==> config.mk <==
export PLATFORM = sky130hd
export DESIGN_NAME = alrm_monitor
export DESIGN_NICKNAME = d
export VERILOG_FILES = /design/src/hdl/alrm_monitor.v
export VERILOG_INCLUDE_DIRS = /design/src /design/src/hdl
export SDC_FILE = /design/constraint.sdc
export NUM_CORES = 1
export LEC_CHECK = 0
export ABC_AREA = 1
export BUFFER_PORTS_ARGS = -buffer_cell sky130_fd_sc_hd__buf_2
export CORE_ASPECT_RATIO = 1.25
export CORE_MARGIN = 5
export CORE_UTILIZATION = 45
export DETAILED_ROUTE_END_ITERATION = 8
export PLACE_DENSITY = 0.67
export SLEW_MARGIN = 25
export SYNTH_ARGS = -nofsm -noshare
export SYNTH_HDL_FRONTEND = slang
export SYNTH_SLANG_ARGS = --single-unit
==> constraint.sdc <==
create_clock -name pclk -period 3 [get_ports pclk]
set_input_delay 0.45 -clock pclk [delete_from_list [all_inputs] [get_ports pclk]]
set_output_delay 0.45 -clock pclk [all_outputs]
set_load 0.01 [all_outputs]
==> src/hdl/alrm_defs.vh <==
`ifndef ALRM_DEFS_VH
`define ALRM_DEFS_VH

// ----------------------------------------------------------------
// Register byte addresses
// ----------------------------------------------------------------
`define ALRM_CTRL_ADDR 12'h000
`define ALRM_THR_ADDR 12'h004
`define ALRM_STS_ADDR 12'h008
`define ALRM_CNT_ADDR 12'h00C
`define ALRM_LCTL_ADDR 12'h010
`define ALRM_LSTS_ADDR 12'h014
`define ALRM_LCTL2_ADDR 12'h018

// ----------------------------------------------------------------
// Field positions
// ----------------------------------------------------------------
`define ALRM_CTRL_EN_BIT 0
`define ALRM_CTRL_TYPE_BIT 1
`define ALRM_STS_ULD_BIT 0
`define ALRM_LCTL_RETRAIN_BIT 0
`define ALRM_LCTL_IRQEN_BIT 1
`define ALRM_LSTS_BWSTS_BIT 0
`define ALRM_LSTS_GEN1_BIT 1
`define ALRM_LCTL2_TGT5_BIT 0
`define ALRM_LCTL2_HW_AUTONOMOUS_SPEED_DISABLE_BIT 1

// ----------------------------------------------------------------
// Reset values and timing
// ----------------------------------------------------------------
`define ALRM_TYPE_LCRC 1'b0
`define ALRM_TYPE_RECOVERY 1'b1
`define ALRM_THR_RESET 16'h0000
`define ALRM_PERIOD_RESET 16'h0000
`define ALRM_TGT5_RESET 1'b1
`define ALRM_US_NS 1000
`define ALRM_CLK_NS 10
`define ALRM_US_CYCLES (`ALRM_US_NS / `ALRM_CLK_NS)

`endif

==> src/hdl/alrm_monitor.v <==
// Notes on behaviour
// - Monitor off at reset; enable bit holds it.
// - Unreliable link forces 2.5 Gbps, drops 5.0 advertisement.
// - Downgrade holds until Detect or retrain at 5.0.
// - Partner upgrade request: enter Recovery, stay 2.5.
// - Count LCRC errors or Recovery entries, by type.
// - Threshold errors within period means unreliable.
// - Period counted in microseconds from core clock.
// - Detection sets unreliable-link-detected status.
// - Monitor downgrade sets bandwidth status, downstream only.
// - Error and period counts readable by software.
// - Period end restarts both counts.
// - Full retrain or retrain bit clears both counts; the code keeps frozen counts.
// - Counts freeze after detection.
// - Autonomous speed disable bit ignored by monitor.
// - Bandwidth status with enable sends interrupt upstream.
// - Status set by hardware, cleared only by software.
// - Counts run while disabled; status needs enable.
// - Frozen error count equals threshold at detection.
// - Only locally initiated Recovery entries counted.
//
// The implementer's own choices: register access over APB and the register addresses.
`timescale 1ns/1ps
`include "alrm_defs.vh"

module alrm_monitor #(
    parameter CNT_W = 16,
    parameter US_CYCLES = `ALRM_US_CYCLES,
    parameter DOWNSTREAM = 1
) (
    // Clock, reset and enable
    input wire pclk,
    input wire presetn,
    input wire clk_en,
    // APB slave
    input wire psel,
    input wire penable,
    input wire pwrite,
    input wire [11:0] paddr,
    input wire [31:0] pwdata,
    output reg [31:0] prdata,
    output reg pready,
    output reg pslverr,
    // Link events from the LTSSM and data-link layer
    input wire lcrc_error,
    input wire recovery_entry_local,
    input wire partner_upgrade_req,
    input wire full_retrain,
    // Speed control towards the LTSSM
    output reg force_gen1,
    output reg advertise_gen2,
    output reg enter_recovery,
    output reg retrain_req,
    output reg bw_irq
);

    // ----------------------------------------------------------------
    // Registers
    // ----------------------------------------------------------------
    reg enable;
    reg err_type;
    reg [CNT_W-1:0] error_threshold;
    reg [CNT_W-1:0] period;
    reg unreliable_link_detected;
    reg [CNT_W-1:0] error_count;
    reg [CNT_W-1:0] period_count;
    reg bandwidth_mgmt_irq_enable;
    reg bandwidth_mgmt_status;
    reg target_gen2;
    reg hw_autonomous_speed_disable;
    reg downgraded;
    reg [6:0] us_div;
    reg event_sel;
    reg next_force_gen1;
    reg next_advertise_gen2;
    reg next_enter_recovery;
    reg next_retrain_req;
    reg next_bw_irq;
    reg [31:0] next_prdata;
    wire hold_gen1;

    // ----------------------------------------------------------------
    // Address decode
    // ----------------------------------------------------------------
    wire wr = psel && penable && pwrite;
    wire setup = psel && !penable;
    wire sel_ctrl = (paddr == `ALRM_CTRL_ADDR);
    wire sel_thr = (paddr == `ALRM_THR_ADDR);
    wire sel_sts = (paddr == `ALRM_STS_ADDR);
    wire sel_cnt = (paddr == `ALRM_CNT_ADDR);
    wire sel_lctl = (paddr == `ALRM_LCTL_ADDR);
    wire sel_lsts = (paddr == `ALRM_LSTS_ADDR);
    wire sel_lctl2 = (paddr == `ALRM_LCTL2_ADDR);
    // Unmapped offsets answer with an error and leave every register alone.
    wire rd_ok = sel_ctrl || sel_thr || sel_sts || sel_cnt || sel_lctl || sel_lsts || sel_lctl2;
    wire wr_ctrl = wr && sel_ctrl;
    wire wr_thr = wr && sel_thr;
    wire wr_sts = wr && sel_sts;
    wire wr_lctl = wr && sel_lctl;
    wire wr_lsts = wr && sel_lsts;
    wire wr_lctl2 = wr && sel_lctl2;
    wire sw_retrain = wr_lctl && pwdata[`ALRM_LCTL_RETRAIN_BIT];

    // ----------------------------------------------------------------
    // Event selection and detection
    // ----------------------------------------------------------------
    wire us_tick = (us_div == US_CYCLES - 1);
    // A retrain while the target is 2.5 Gbps leaves the downgrade standing.
    wire release_dg = full_retrain || (sw_retrain && target_gen2);
    wire count_clear = full_retrain || sw_retrain;
    always @* begin
        case (err_type)
            `ALRM_TYPE_RECOVERY: begin
                event_sel = recovery_entry_local;
            end
            default: begin
                event_sel = lcrc_error;
            end
        endcase
    end
    wire [CNT_W-1:0] next_error_count = error_count + {{(CNT_W-1){1'b0}}, event_sel};
    // Detection compares the count after this event, so the frozen value equals the threshold.
    wire hit = event_sel && (next_error_count == error_threshold) && (error_threshold != 0);
    wire detect = enable && !unreliable_link_detected && hit;
    wire frozen = unreliable_link_detected;
    wire period_end = us_tick && (period_count + 1'b1 >= period) && (period != 0);
    wire sts_clr = wr_sts && pwdata[`ALRM_STS_ULD_BIT];
    wire bw_clr = wr_lsts && pwdata[`ALRM_LSTS_BWSTS_BIT];

    // ----------------------------------------------------------------
    // Next values towards the LTSSM
    // ----------------------------------------------------------------
    // The downgrade reaches the pins one cycle after detection, not two.
    assign hold_gen1 = (downgraded || detect) && !release_dg;
    always @* begin
        next_force_gen1 = hold_gen1;
        next_advertise_gen2 = target_gen2 && !hold_gen1;
        next_enter_recovery = partner_upgrade_req || sw_retrain;
        next_retrain_req = sw_retrain;
        next_bw_irq = 1'b0;
        if (bandwidth_mgmt_irq_enable) begin
            if (bandwidth_mgmt_status || (detect && DOWNSTREAM != 0)) begin
                next_bw_irq = 1'b1;
            end
        end
    end

    // ----------------------------------------------------------------
    // Read data selection
    // ----------------------------------------------------------------
    always @* begin
        next_prdata = 32'h00000000;
        case (paddr)
            `ALRM_CTRL_ADDR: begin
                next_prdata = {30'h0, err_type, enable};
            end
            `ALRM_THR_ADDR: begin
                next_prdata = {period, error_threshold};
            end
            `ALRM_STS_ADDR: begin
                next_prdata = {31'h0, unreliable_link_detected};
            end
            `ALRM_CNT_ADDR: begin
                next_prdata = {period_count, error_count};
            end
            `ALRM_LCTL_ADDR: begin
                next_prdata = {30'h0, bandwidth_mgmt_irq_enable, 1'b0};
            end
            `ALRM_LSTS_ADDR: begin
                next_prdata = {30'h0, force_gen1, bandwidth_mgmt_status};
            end
            `ALRM_LCTL2_ADDR: begin
                next_prdata = {30'h0, hw_autonomous_speed_disable, target_gen2};
            end
            default: begin
                next_prdata = 32'h00000000;
            end
        endcase
    end

    // ----------------------------------------------------------------
    // Microsecond time base
    // ----------------------------------------------------------------
    always @(posedge pclk or negedge presetn) begin
        if (!presetn) begin
            us_div <= 7'h00;
        end else if (clk_en) begin
            if (us_tick || count_clear) begin
                us_div <= 7'h00;
            end else begin
                us_div <= us_div + 7'h01;
            end
        end
    end

    // ----------------------------------------------------------------
    // Counters and detection
    // ----------------------------------------------------------------
    always @(posedge pclk or negedge presetn) begin
        if (!presetn) begin
            error_count <= {CNT_W{1'b0}};
            period_count <= {CNT_W{1'b0}};
            unreliable_link_detected <= 1'b0;
            downgraded <= 1'b0;
            bandwidth_mgmt_status <= 1'b0;
        end else if (clk_en) begin
            if (count_clear && !frozen) begin
                error_count <= {CNT_W{1'b0}};
                period_count <= {CNT_W{1'b0}};
            end else if (!frozen && !detect) begin
                if (period_end) begin
                    error_count <= {CNT_W{1'b0}};
                    period_count <= {CNT_W{1'b0}};
                end else begin
                    error_count <= next_error_count;
                    if (us_tick) begin
                        period_count <= period_count + 1'b1;
                    end
                end
            end else if (detect) begin
                error_count <= next_error_count;
            end
            // Set beats the software clear in the same cycle.
            if (detect) begin
                unreliable_link_detected <= 1'b1;
            end else if (sts_clr) begin
                unreliable_link_detected <= 1'b0;
            end
            // The speed disable bit is deliberately not consulted here.
            if (detect) begin
                downgraded <= 1'b1;
            end else if (release_dg) begin
                downgraded <= 1'b0;
            end
            if (detect && DOWNSTREAM != 0) begin
                bandwidth_mgmt_status <= 1'b1;
            end else if (bw_clr) begin
                bandwidth_mgmt_status <= 1'b0;
            end
        end
    end

    // ----------------------------------------------------------------
    // Control registers and LTSSM outputs
    // ----------------------------------------------------------------
    always @(posedge pclk or negedge presetn) begin
        if (!presetn) begin
            enable <= 1'b0;
            err_type <= `ALRM_TYPE_LCRC;
            error_threshold <= `ALRM_THR_RESET;
            period <= `ALRM_PERIOD_RESET;
            bandwidth_mgmt_irq_enable <= 1'b0;
            target_gen2 <= `ALRM_TGT5_RESET;
            hw_autonomous_speed_disable <= 1'b0;
            force_gen1 <= 1'b0;
            advertise_gen2 <= 1'b1;
            enter_recovery <= 1'b0;
            retrain_req <= 1'b0;
            bw_irq <= 1'b0;
        end else if (clk_en) begin
            if (wr_ctrl) begin
                enable <= pwdata[`ALRM_CTRL_EN_BIT];
                err_type <= pwdata[`ALRM_CTRL_TYPE_BIT];
            end
            if (wr_thr) begin
                error_threshold <= pwdata[CNT_W-1:0];
                period <= pwdata[CNT_W+15:16];
            end
            if (wr_lctl) begin
                bandwidth_mgmt_irq_enable <= pwdata[`ALRM_LCTL_IRQEN_BIT];
            end
            if (wr_lctl2) begin
                target_gen2 <= pwdata[`ALRM_LCTL2_TGT5_BIT];
                hw_autonomous_speed_disable <= pwdata[`ALRM_LCTL2_HW_AUTONOMOUS_SPEED_DISABLE_BIT];
            end
            force_gen1 <= next_force_gen1;
            advertise_gen2 <= next_advertise_gen2;
            // The partner's upgrade request still takes the link through Recovery.
            enter_recovery <= next_enter_recovery;
            retrain_req <= next_retrain_req;
            bw_irq <= next_bw_irq;
        end
    end

    // ----------------------------------------------------------------
    // APB answer
    // ----------------------------------------------------------------
    always @(posedge pclk or negedge presetn) begin
        if (!presetn) begin
            prdata <= 32'h00000000;
            pready <= 1'b0;
            pslverr <= 1'b0;
        end else if (clk_en) begin
            pready <= setup;
            pslverr <= setup && !rd_ok;
            prdata <= 32'h00000000;
            if (setup && !pwrite) begin
                prdata <= next_prdata;
            end
        end
    end

endmodule

# Word level (Yosys, flattened, before mapping)
# Cells that the tools add are included.
# word_totals
wordCells	115
output_inout_bits	39
input_bits	54
regBits	118
# op_classes
add_sub_neg	3
reduce_logical	62
muxes	20
n_lt_le_gt_ge	1
eq_ne	8
# ops
operator	n
case mux 32 bit (7 select lines)	1
two-way mux 16 bit	8
equality test 12 x 5 -> 1 bit, second input constant	3
two-way mux 32 bit	1
nonzero test 16 bit	2
logical AND 1 bit	25
equality test 12 x 4 -> 1 bit, second input constant	2
adder 16 x 1 -> 16 bit	1
adder 16 x 1 -> 16 bit, second input constant	1
equality test 16 bit	1
greater-or-equal comparator 16 bit	1
AND reduction 2 bit	8
equality test 12 x 3 -> 1 bit, second input constant	1
logical NOT 12 bit	1
logical OR 1 bit	12
two-way mux 1 bit	9
nonzero test 2 bit	4
adder 7 x 1 -> 7 bit, second input constant	1
equality test 7 bit, second input constant	1
logical NOT 1 bit	7
two-way mux 7 bit	1
nonzero test 3 bit	2
AND reduction 3 bit	1

# Longest topological paths before layout
# logic_depth
depth_word	10
ltp_mapped	22
depth_no_buf	21

# Least setup slack after synthesis
# No wires, ideal clock.
# synth_timing
kind	register -> register
from	register period_count[0]
to	register error_count[10]
path_buffers	1
stages_incl_launch_ff	21
setup_slack_ns	0.147
arrival_time_ns	2.720
required_ns	2.867
path_cell_list	dfrtp_1 > ha_1 > nand2_1 > nor2_1 > nand3_1 > nor4_1 > xor2_1 > inv_1 > ha_1 > nand2_1 > inv_1 > nand3_1 > nor3_1 > nand3_1 > nand3_1 > nand2_1 > inv_1 > nand3_2 > buf_4 > nand3_1 > o21ai_0
# synth_between
elab_chain_cells	7
# synth_rtl
item	line	rtl
from (decl)	alrm_monitor.v:66	reg [CNT_W-1:0] period_count;
from (signal assigned)	alrm_monitor.v:202	period_count <= {CNT_W{1'b0}};
from (signal assigned)	alrm_monitor.v:209	period_count <= {CNT_W{1'b0}};
from (signal assigned)	alrm_monitor.v:213	period_count <= {CNT_W{1'b0}};
adder 16 x 1 -> 16 bit	alrm_monitor.v:126	wire period_end = us_tick && (period_count + 1'b1 >= period) && (period != 0);
greater-or-equal comparator 16 bit	alrm_monitor.v:126	
logical AND 1 bit (2 in a row)	alrm_monitor.v:126	
two-way mux 16 bit	alrm_monitor.v:211	if (period_end) begin
two-way mux 16 bit	alrm_monitor.v:210	end else if (!frozen && !detect) begin
two-way mux 16 bit	alrm_monitor.v:207	if (count_clear && !frozen) begin
to (signal assigned)	alrm_monitor.v:208	error_count <= {CNT_W{1'b0}};
to (signal assigned)	alrm_monitor.v:212	error_count <= {CNT_W{1'b0}};
to (signal assigned)	alrm_monitor.v:215	error_count <= next_error_count;
to (decl)	alrm_monitor.v:65	reg [CNT_W-1:0] error_count;
# No other way between the ends.
# A chain may end at the register's enable or synchronous reset.

# Worst setup path in the final report
# layout_timing
from	register period_count[0]
to	register error_count[9]
# The elaborated chain is that of the path after synthesis.

==> impl_metrics.toml <==
[global_routing]
groute.usage.overall_pct = 22.48
grt_max_degree = 64
antenna_found_initial = 0
global_route.overflow_total = 0
first_global_vias = 6673
grt_pass1_wl_mm = 32.27

[drt]
drt_pre_antenna_iters = 5
route.detailed.drc = 0
vias_per_cell = 5.290
finalWirelength_mm = 19.40
average_routed_wire_per_standard_cell_um = 15.45
starting_drt_drc_count = 433
route.vias.total = 6644
ant_nets = 0

[power_and_ir_drop]
static-leakage-power_uw = 0.004348
irDropWorstVdd_mv = 0.2900
post-layout-total-power_uw = 4163
powerDensity_nw_per_um2 = 483.3

[run_status]
status = "finished, violations left"
failed_checks = "negative setup slack"

[synth]
largest_area_contributor_in_the_synthesized_netlist = "sky130_fd_sc_hd__dfrtp_1"
synthFlopType = "sky130_fd_sc_hd__dfrtp_1"
post_synth_fa_ha_maj_area_fraction_pct = 3.635
synth-seq-area-share_pct = 42.93
netlist_area_sq_um = 6884
yosys.area.top_type_share_pct = 42.17
most_repeated_cell_in_the_gate_level_netlist_after_synthesis = "sky130_fd_sc_hd__nand2_1"
synth-compound-area-share_pct = 11.92
syn_nets = 1018
synth_top_family_by_area = "simple AND/OR/NAND/NOR gates"
syn_inst = 944
syn-mean-instance-area_sq_um = 7.292
post_synth_xor_area_fraction_pct = 1.781
synth.lib_cells_used.distinct = 36
yosys_warnings = 0
synth_register_bits = 118
ffs_w_async_s_r_synth_pct = 100.0
synth_top_cells_by_count = "sky130_fd_sc_hd__nand2_1 (210), sky130_fd_sc_hd__inv_1 (153), sky130_fd_sc_hd__dfrtp_1 (116), sky130_fd_sc_hd__nor2_1 (91), sky130_fd_sc_hd__nand3_1 (86)"
synth.mux.area_fraction_pct = 0.1454
synth.top_cells.by_area = "sky130_fd_sc_hd__dfrtp_1 (42%), sky130_fd_sc_hd__nand2_1 (11%), sky130_fd_sc_hd__inv_1 (8.3%), sky130_fd_sc_hd__nand3_1 (6.3%), sky130_fd_sc_hd__nor2_1 (5.0%)"
post_synth_and_or_nand_nor_area_fraction_pct = 29.28
synth_enable_flop_cells = 0

[critical_path]
setup.worst_path.end_class = "flip-flop"
worst_ep_required_time_ps = 3300
crit_fanout = 8
cp-start-kind = "flip-flop"
timing.critical_path.arrival_ps = 3320
timing.setup.critical_path_class = "flip-flop to flip-flop"

[finish]
post_layout_nets = 1136
area_growth_pct = 25.14
fillerInstances = 1375
n_antenna_cell = 0
share_of_final_layout_standard_cells_stronger_than_drive_strength_1_pct = 20.11
design_area_sq_um = 8615

[sta]
maxSlewHeadroom_pct = 49.55
setup_slack_ps = -11.88
setup_viol = 6
min_period_over_period_pct = 100.4
min_period_ps = 3012
grt_setup_unrepaired = "yes"
fmax_mhz = 332.0
clock-skew-final_ps = 6.693
hold_violations = 0
timing.final.max_slew_violations = 0
tightest_slew_ps = 749.9

[flow_run]
drv.max_cap_violation_count = 0

[clock_network]
cts.clk_slew.worst_paths_ps = 50
clock_tree.buffer_depth = 2
cts_sinks = 118
cts_tree = "built"
cts-buffers-inserted = 17
ctsRootBufferMaster = "sky130_fd_sc_hd__clkbuf_16"
clk-insertion-delay-late_ps = 420
htree_levels = 4

[die]
floorplan.die_area_sq_um = 17890
die_height_um = 148.3
initial_utilization_pct = 45.85
floorplan.die.width_um = 120.6
floorplan.io_pins = 93
rows = 50
core_sq_um = 15010

[hold_path]
worstHoldPathType = "primary input to asynchronous set/reset pin"

[place]
dp.final_hpwl_mm = 13.90
routability_cong = 0.9438
placedInstanceArea_sq_um = 7710
portBuffers = 92
placed cells by master, fill, tap and decap left out, types with 2 or more instances in the layout:
| cell type | n |
|---|---|
| sky130_fd_sc_hd__nand2_1 | 206 |
| sky130_fd_sc_hd__inv_1 | 152 |
| sky130_fd_sc_hd__dfrtp_1 | 116 |
| sky130_fd_sc_hd__buf_2 | 91 |
| sky130_fd_sc_hd__nor2_1 | 86 |
| sky130_fd_sc_hd__nand3_1 | 72 |
| sky130_fd_sc_hd__o21ai_0 | 50 |
| sky130_fd_sc_hd__a21oi_1 | 43 |
| sky130_fd_sc_hd__buf_4 | 34 |
| sky130_fd_sc_hd__o22ai_1 | 33 |
| sky130_fd_sc_hd__o21ai_1 | 21 |
| sky130_fd_sc_hd__ha_1 | 19 |
| sky130_fd_sc_hd__nand3_2 | 18 |
| sky130_fd_sc_hd__clkbuf_16 | 18 |
| sky130_fd_sc_hd__nand4_1 | 16 |
| sky130_fd_sc_hd__nor3_1 | 12 |
| sky130_fd_sc_hd__xor2_1 | 12 |
| sky130_fd_sc_hd__nor2_2 | 10 |
| sky130_fd_sc_hd__nor4_1 | 8 |
| sky130_fd_sc_hd__nand2_2 | 6 |
| sky130_fd_sc_hd__nor2_4 | 5 |
| sky130_fd_sc_hd__clkbuf_8 | 5 |
| sky130_fd_sc_hd__bufinv_16 | 5 |
| sky130_fd_sc_hd__or2_2 | 2 |
| sky130_fd_sc_hd__inv_2 | 2 |
| sky130_fd_sc_hd__o211ai_1 | 2 |
| sky130_fd_sc_hd__nor3_2 | 2 |
| sky130_fd_sc_hd__nor4_2 | 2 |
| sky130_fd_sc_hd__nor3_4 | 2 |
| sky130_fd_sc_hd__nand3b_1 | 2 |
| sky130_fd_sc_hd__nand2_8 | 2 |
| sky130_fd_sc_hd__dfstp_2 | 2 |
| sky130_fd_sc_hd__clkinvlp_4 | 2 |
| sky130_fd_sc_hd__clkbuf_1 | 2 |
| sky130_fd_sc_hd__buf_12 | 2 |
cells by family (layout without fill, tap and decap cells):
logic type | Yosys count | in the layout
flip-flops | 118 | 118
multiplexers | 1 | 1
AND/OR/NAND/NOR | 453 | 454
AO/OA/AOI/OAI | 153 | 153
adder cells (fa/ha/maj) | 20 | 20
XOR/XNOR | 14 | 14
buffers and inverters | 185 | 314
worst max-delay path, cell delays in order, from the launching register on:
cell	delay (ps)
sky130_fd_sc_hd__dfrtp_1	400
sky130_fd_sc_hd__ha_2	210
sky130_fd_sc_hd__nand2_2	60
sky130_fd_sc_hd__nor2_4	120
sky130_fd_sc_hd__nand3_2	100
sky130_fd_sc_hd__nor4_2	300
sky130_fd_sc_hd__xor2_1	200
sky130_fd_sc_hd__inv_1	60
sky130_fd_sc_hd__ha_1	270
sky130_fd_sc_hd__nand2_1	60
sky130_fd_sc_hd__inv_1	70
sky130_fd_sc_hd__nand3_2	90
sky130_fd_sc_hd__nor3_4	210
sky130_fd_sc_hd__nand2_1	90
sky130_fd_sc_hd__nand3_2	90
sky130_fd_sc_hd__nand2_2	70
sky130_fd_sc_hd__inv_2	80
sky130_fd_sc_hd__nand3_4	90
sky130_fd_sc_hd__clkbuf_16	190
sky130_fd_sc_hd__nand3_2	60
sky130_fd_sc_hd__o21ai_2	50
through the flow:
step | hold slack [ps] | std cells | utilization (%) | setup TNS [ps] | worst slack [ps]
floorplan | 154.4 | 944 | - | 0 | 147.3
global placement | 456.2 | 1219 | 51.35 | 0 | 128.2
detailed placement | 459.8 | 1219 | 51.35 | -92.94 | -33.89
CTS | 52.38 | 1250 | 55.87 | 0 | 69.91
global route | 91.96 | 1256 | 57.38 | -7092 | -249.4
finish | 42.40 | 1256 | 57.38 | -24.38 | -11.88
registers in the layout, indices dropped and copies added (netlist names), 7 cells and up:
register,flops
error_count,16
error_threshold,16
prdata,32
us_div,7
period_count,16
period,16
per-layer routing:
layer / track usage [%] / up-vias / wire length, um / share of wire (%)
li1: - / 3297 / - / -
met1: 27.49 / 3156 / 8310 / 43
met2: 39.05 / 151 / 9784 / 50
met3: 3.956 / 40 / 717 / 3.7
met4: 9.410 / 0 / 587 / 3.0
met5: 0 / - / 0 / 0
worst paths after layout:
check | cells after the start | to | start | slack (ps)
worst max-delay path | 20 | error_count[9] | period_count[0] | -10
worst min-delay path | 1 | err_type | presetn | 40
worst max register to register | 20 | error_count[9] | period_count[0] | -10
worst min register to register | 2 | advertise_gen2 | advertise_gen2 | 470
max in group asynchronous | 2 | error_threshold[13] | presetn | 2100
min in group pclk | 3 | bandwidth_mgmt_irq_enable | pwdata[1] | 260
repair_timing:
| action | 4_1_cts | 5_1_grt |
|---|---|---|
| pin swaps | 0 | 15 |
| hold buffers | 0 | 0 |
| buffers inserted | 0 | 4 |
| setup endpoints to repair | 18 | 32 |
| resized for setup | 2 | 48 |
| cloned | 0 | 2 |
layout make-up:
| class | instances | area [sq um] | area share (%) |
|---|---|---|---|
| multi-input combinational | 642 | 3407 | 39.55 |
| sequential | 118 | 2955 | 34.31 |
| timing repair buffer | 128 | 775.7 | 9.005 |
| inverter | 155 | 581.8 | 6.754 |
| clock buffer | 24 | 501.7 | 5.824 |
| tap | 182 | 227.7 | 2.643 |
| clock inverter | 7 | 165.2 | 1.917 |
where the power goes:
group	switching [uW]	internal, uW	total, uW
clock network	707	1580	2290
registers	15.0	1610	1630
logic	158	91.3	249
total	880	3280	4160
(Power assumes the default switching activity.)
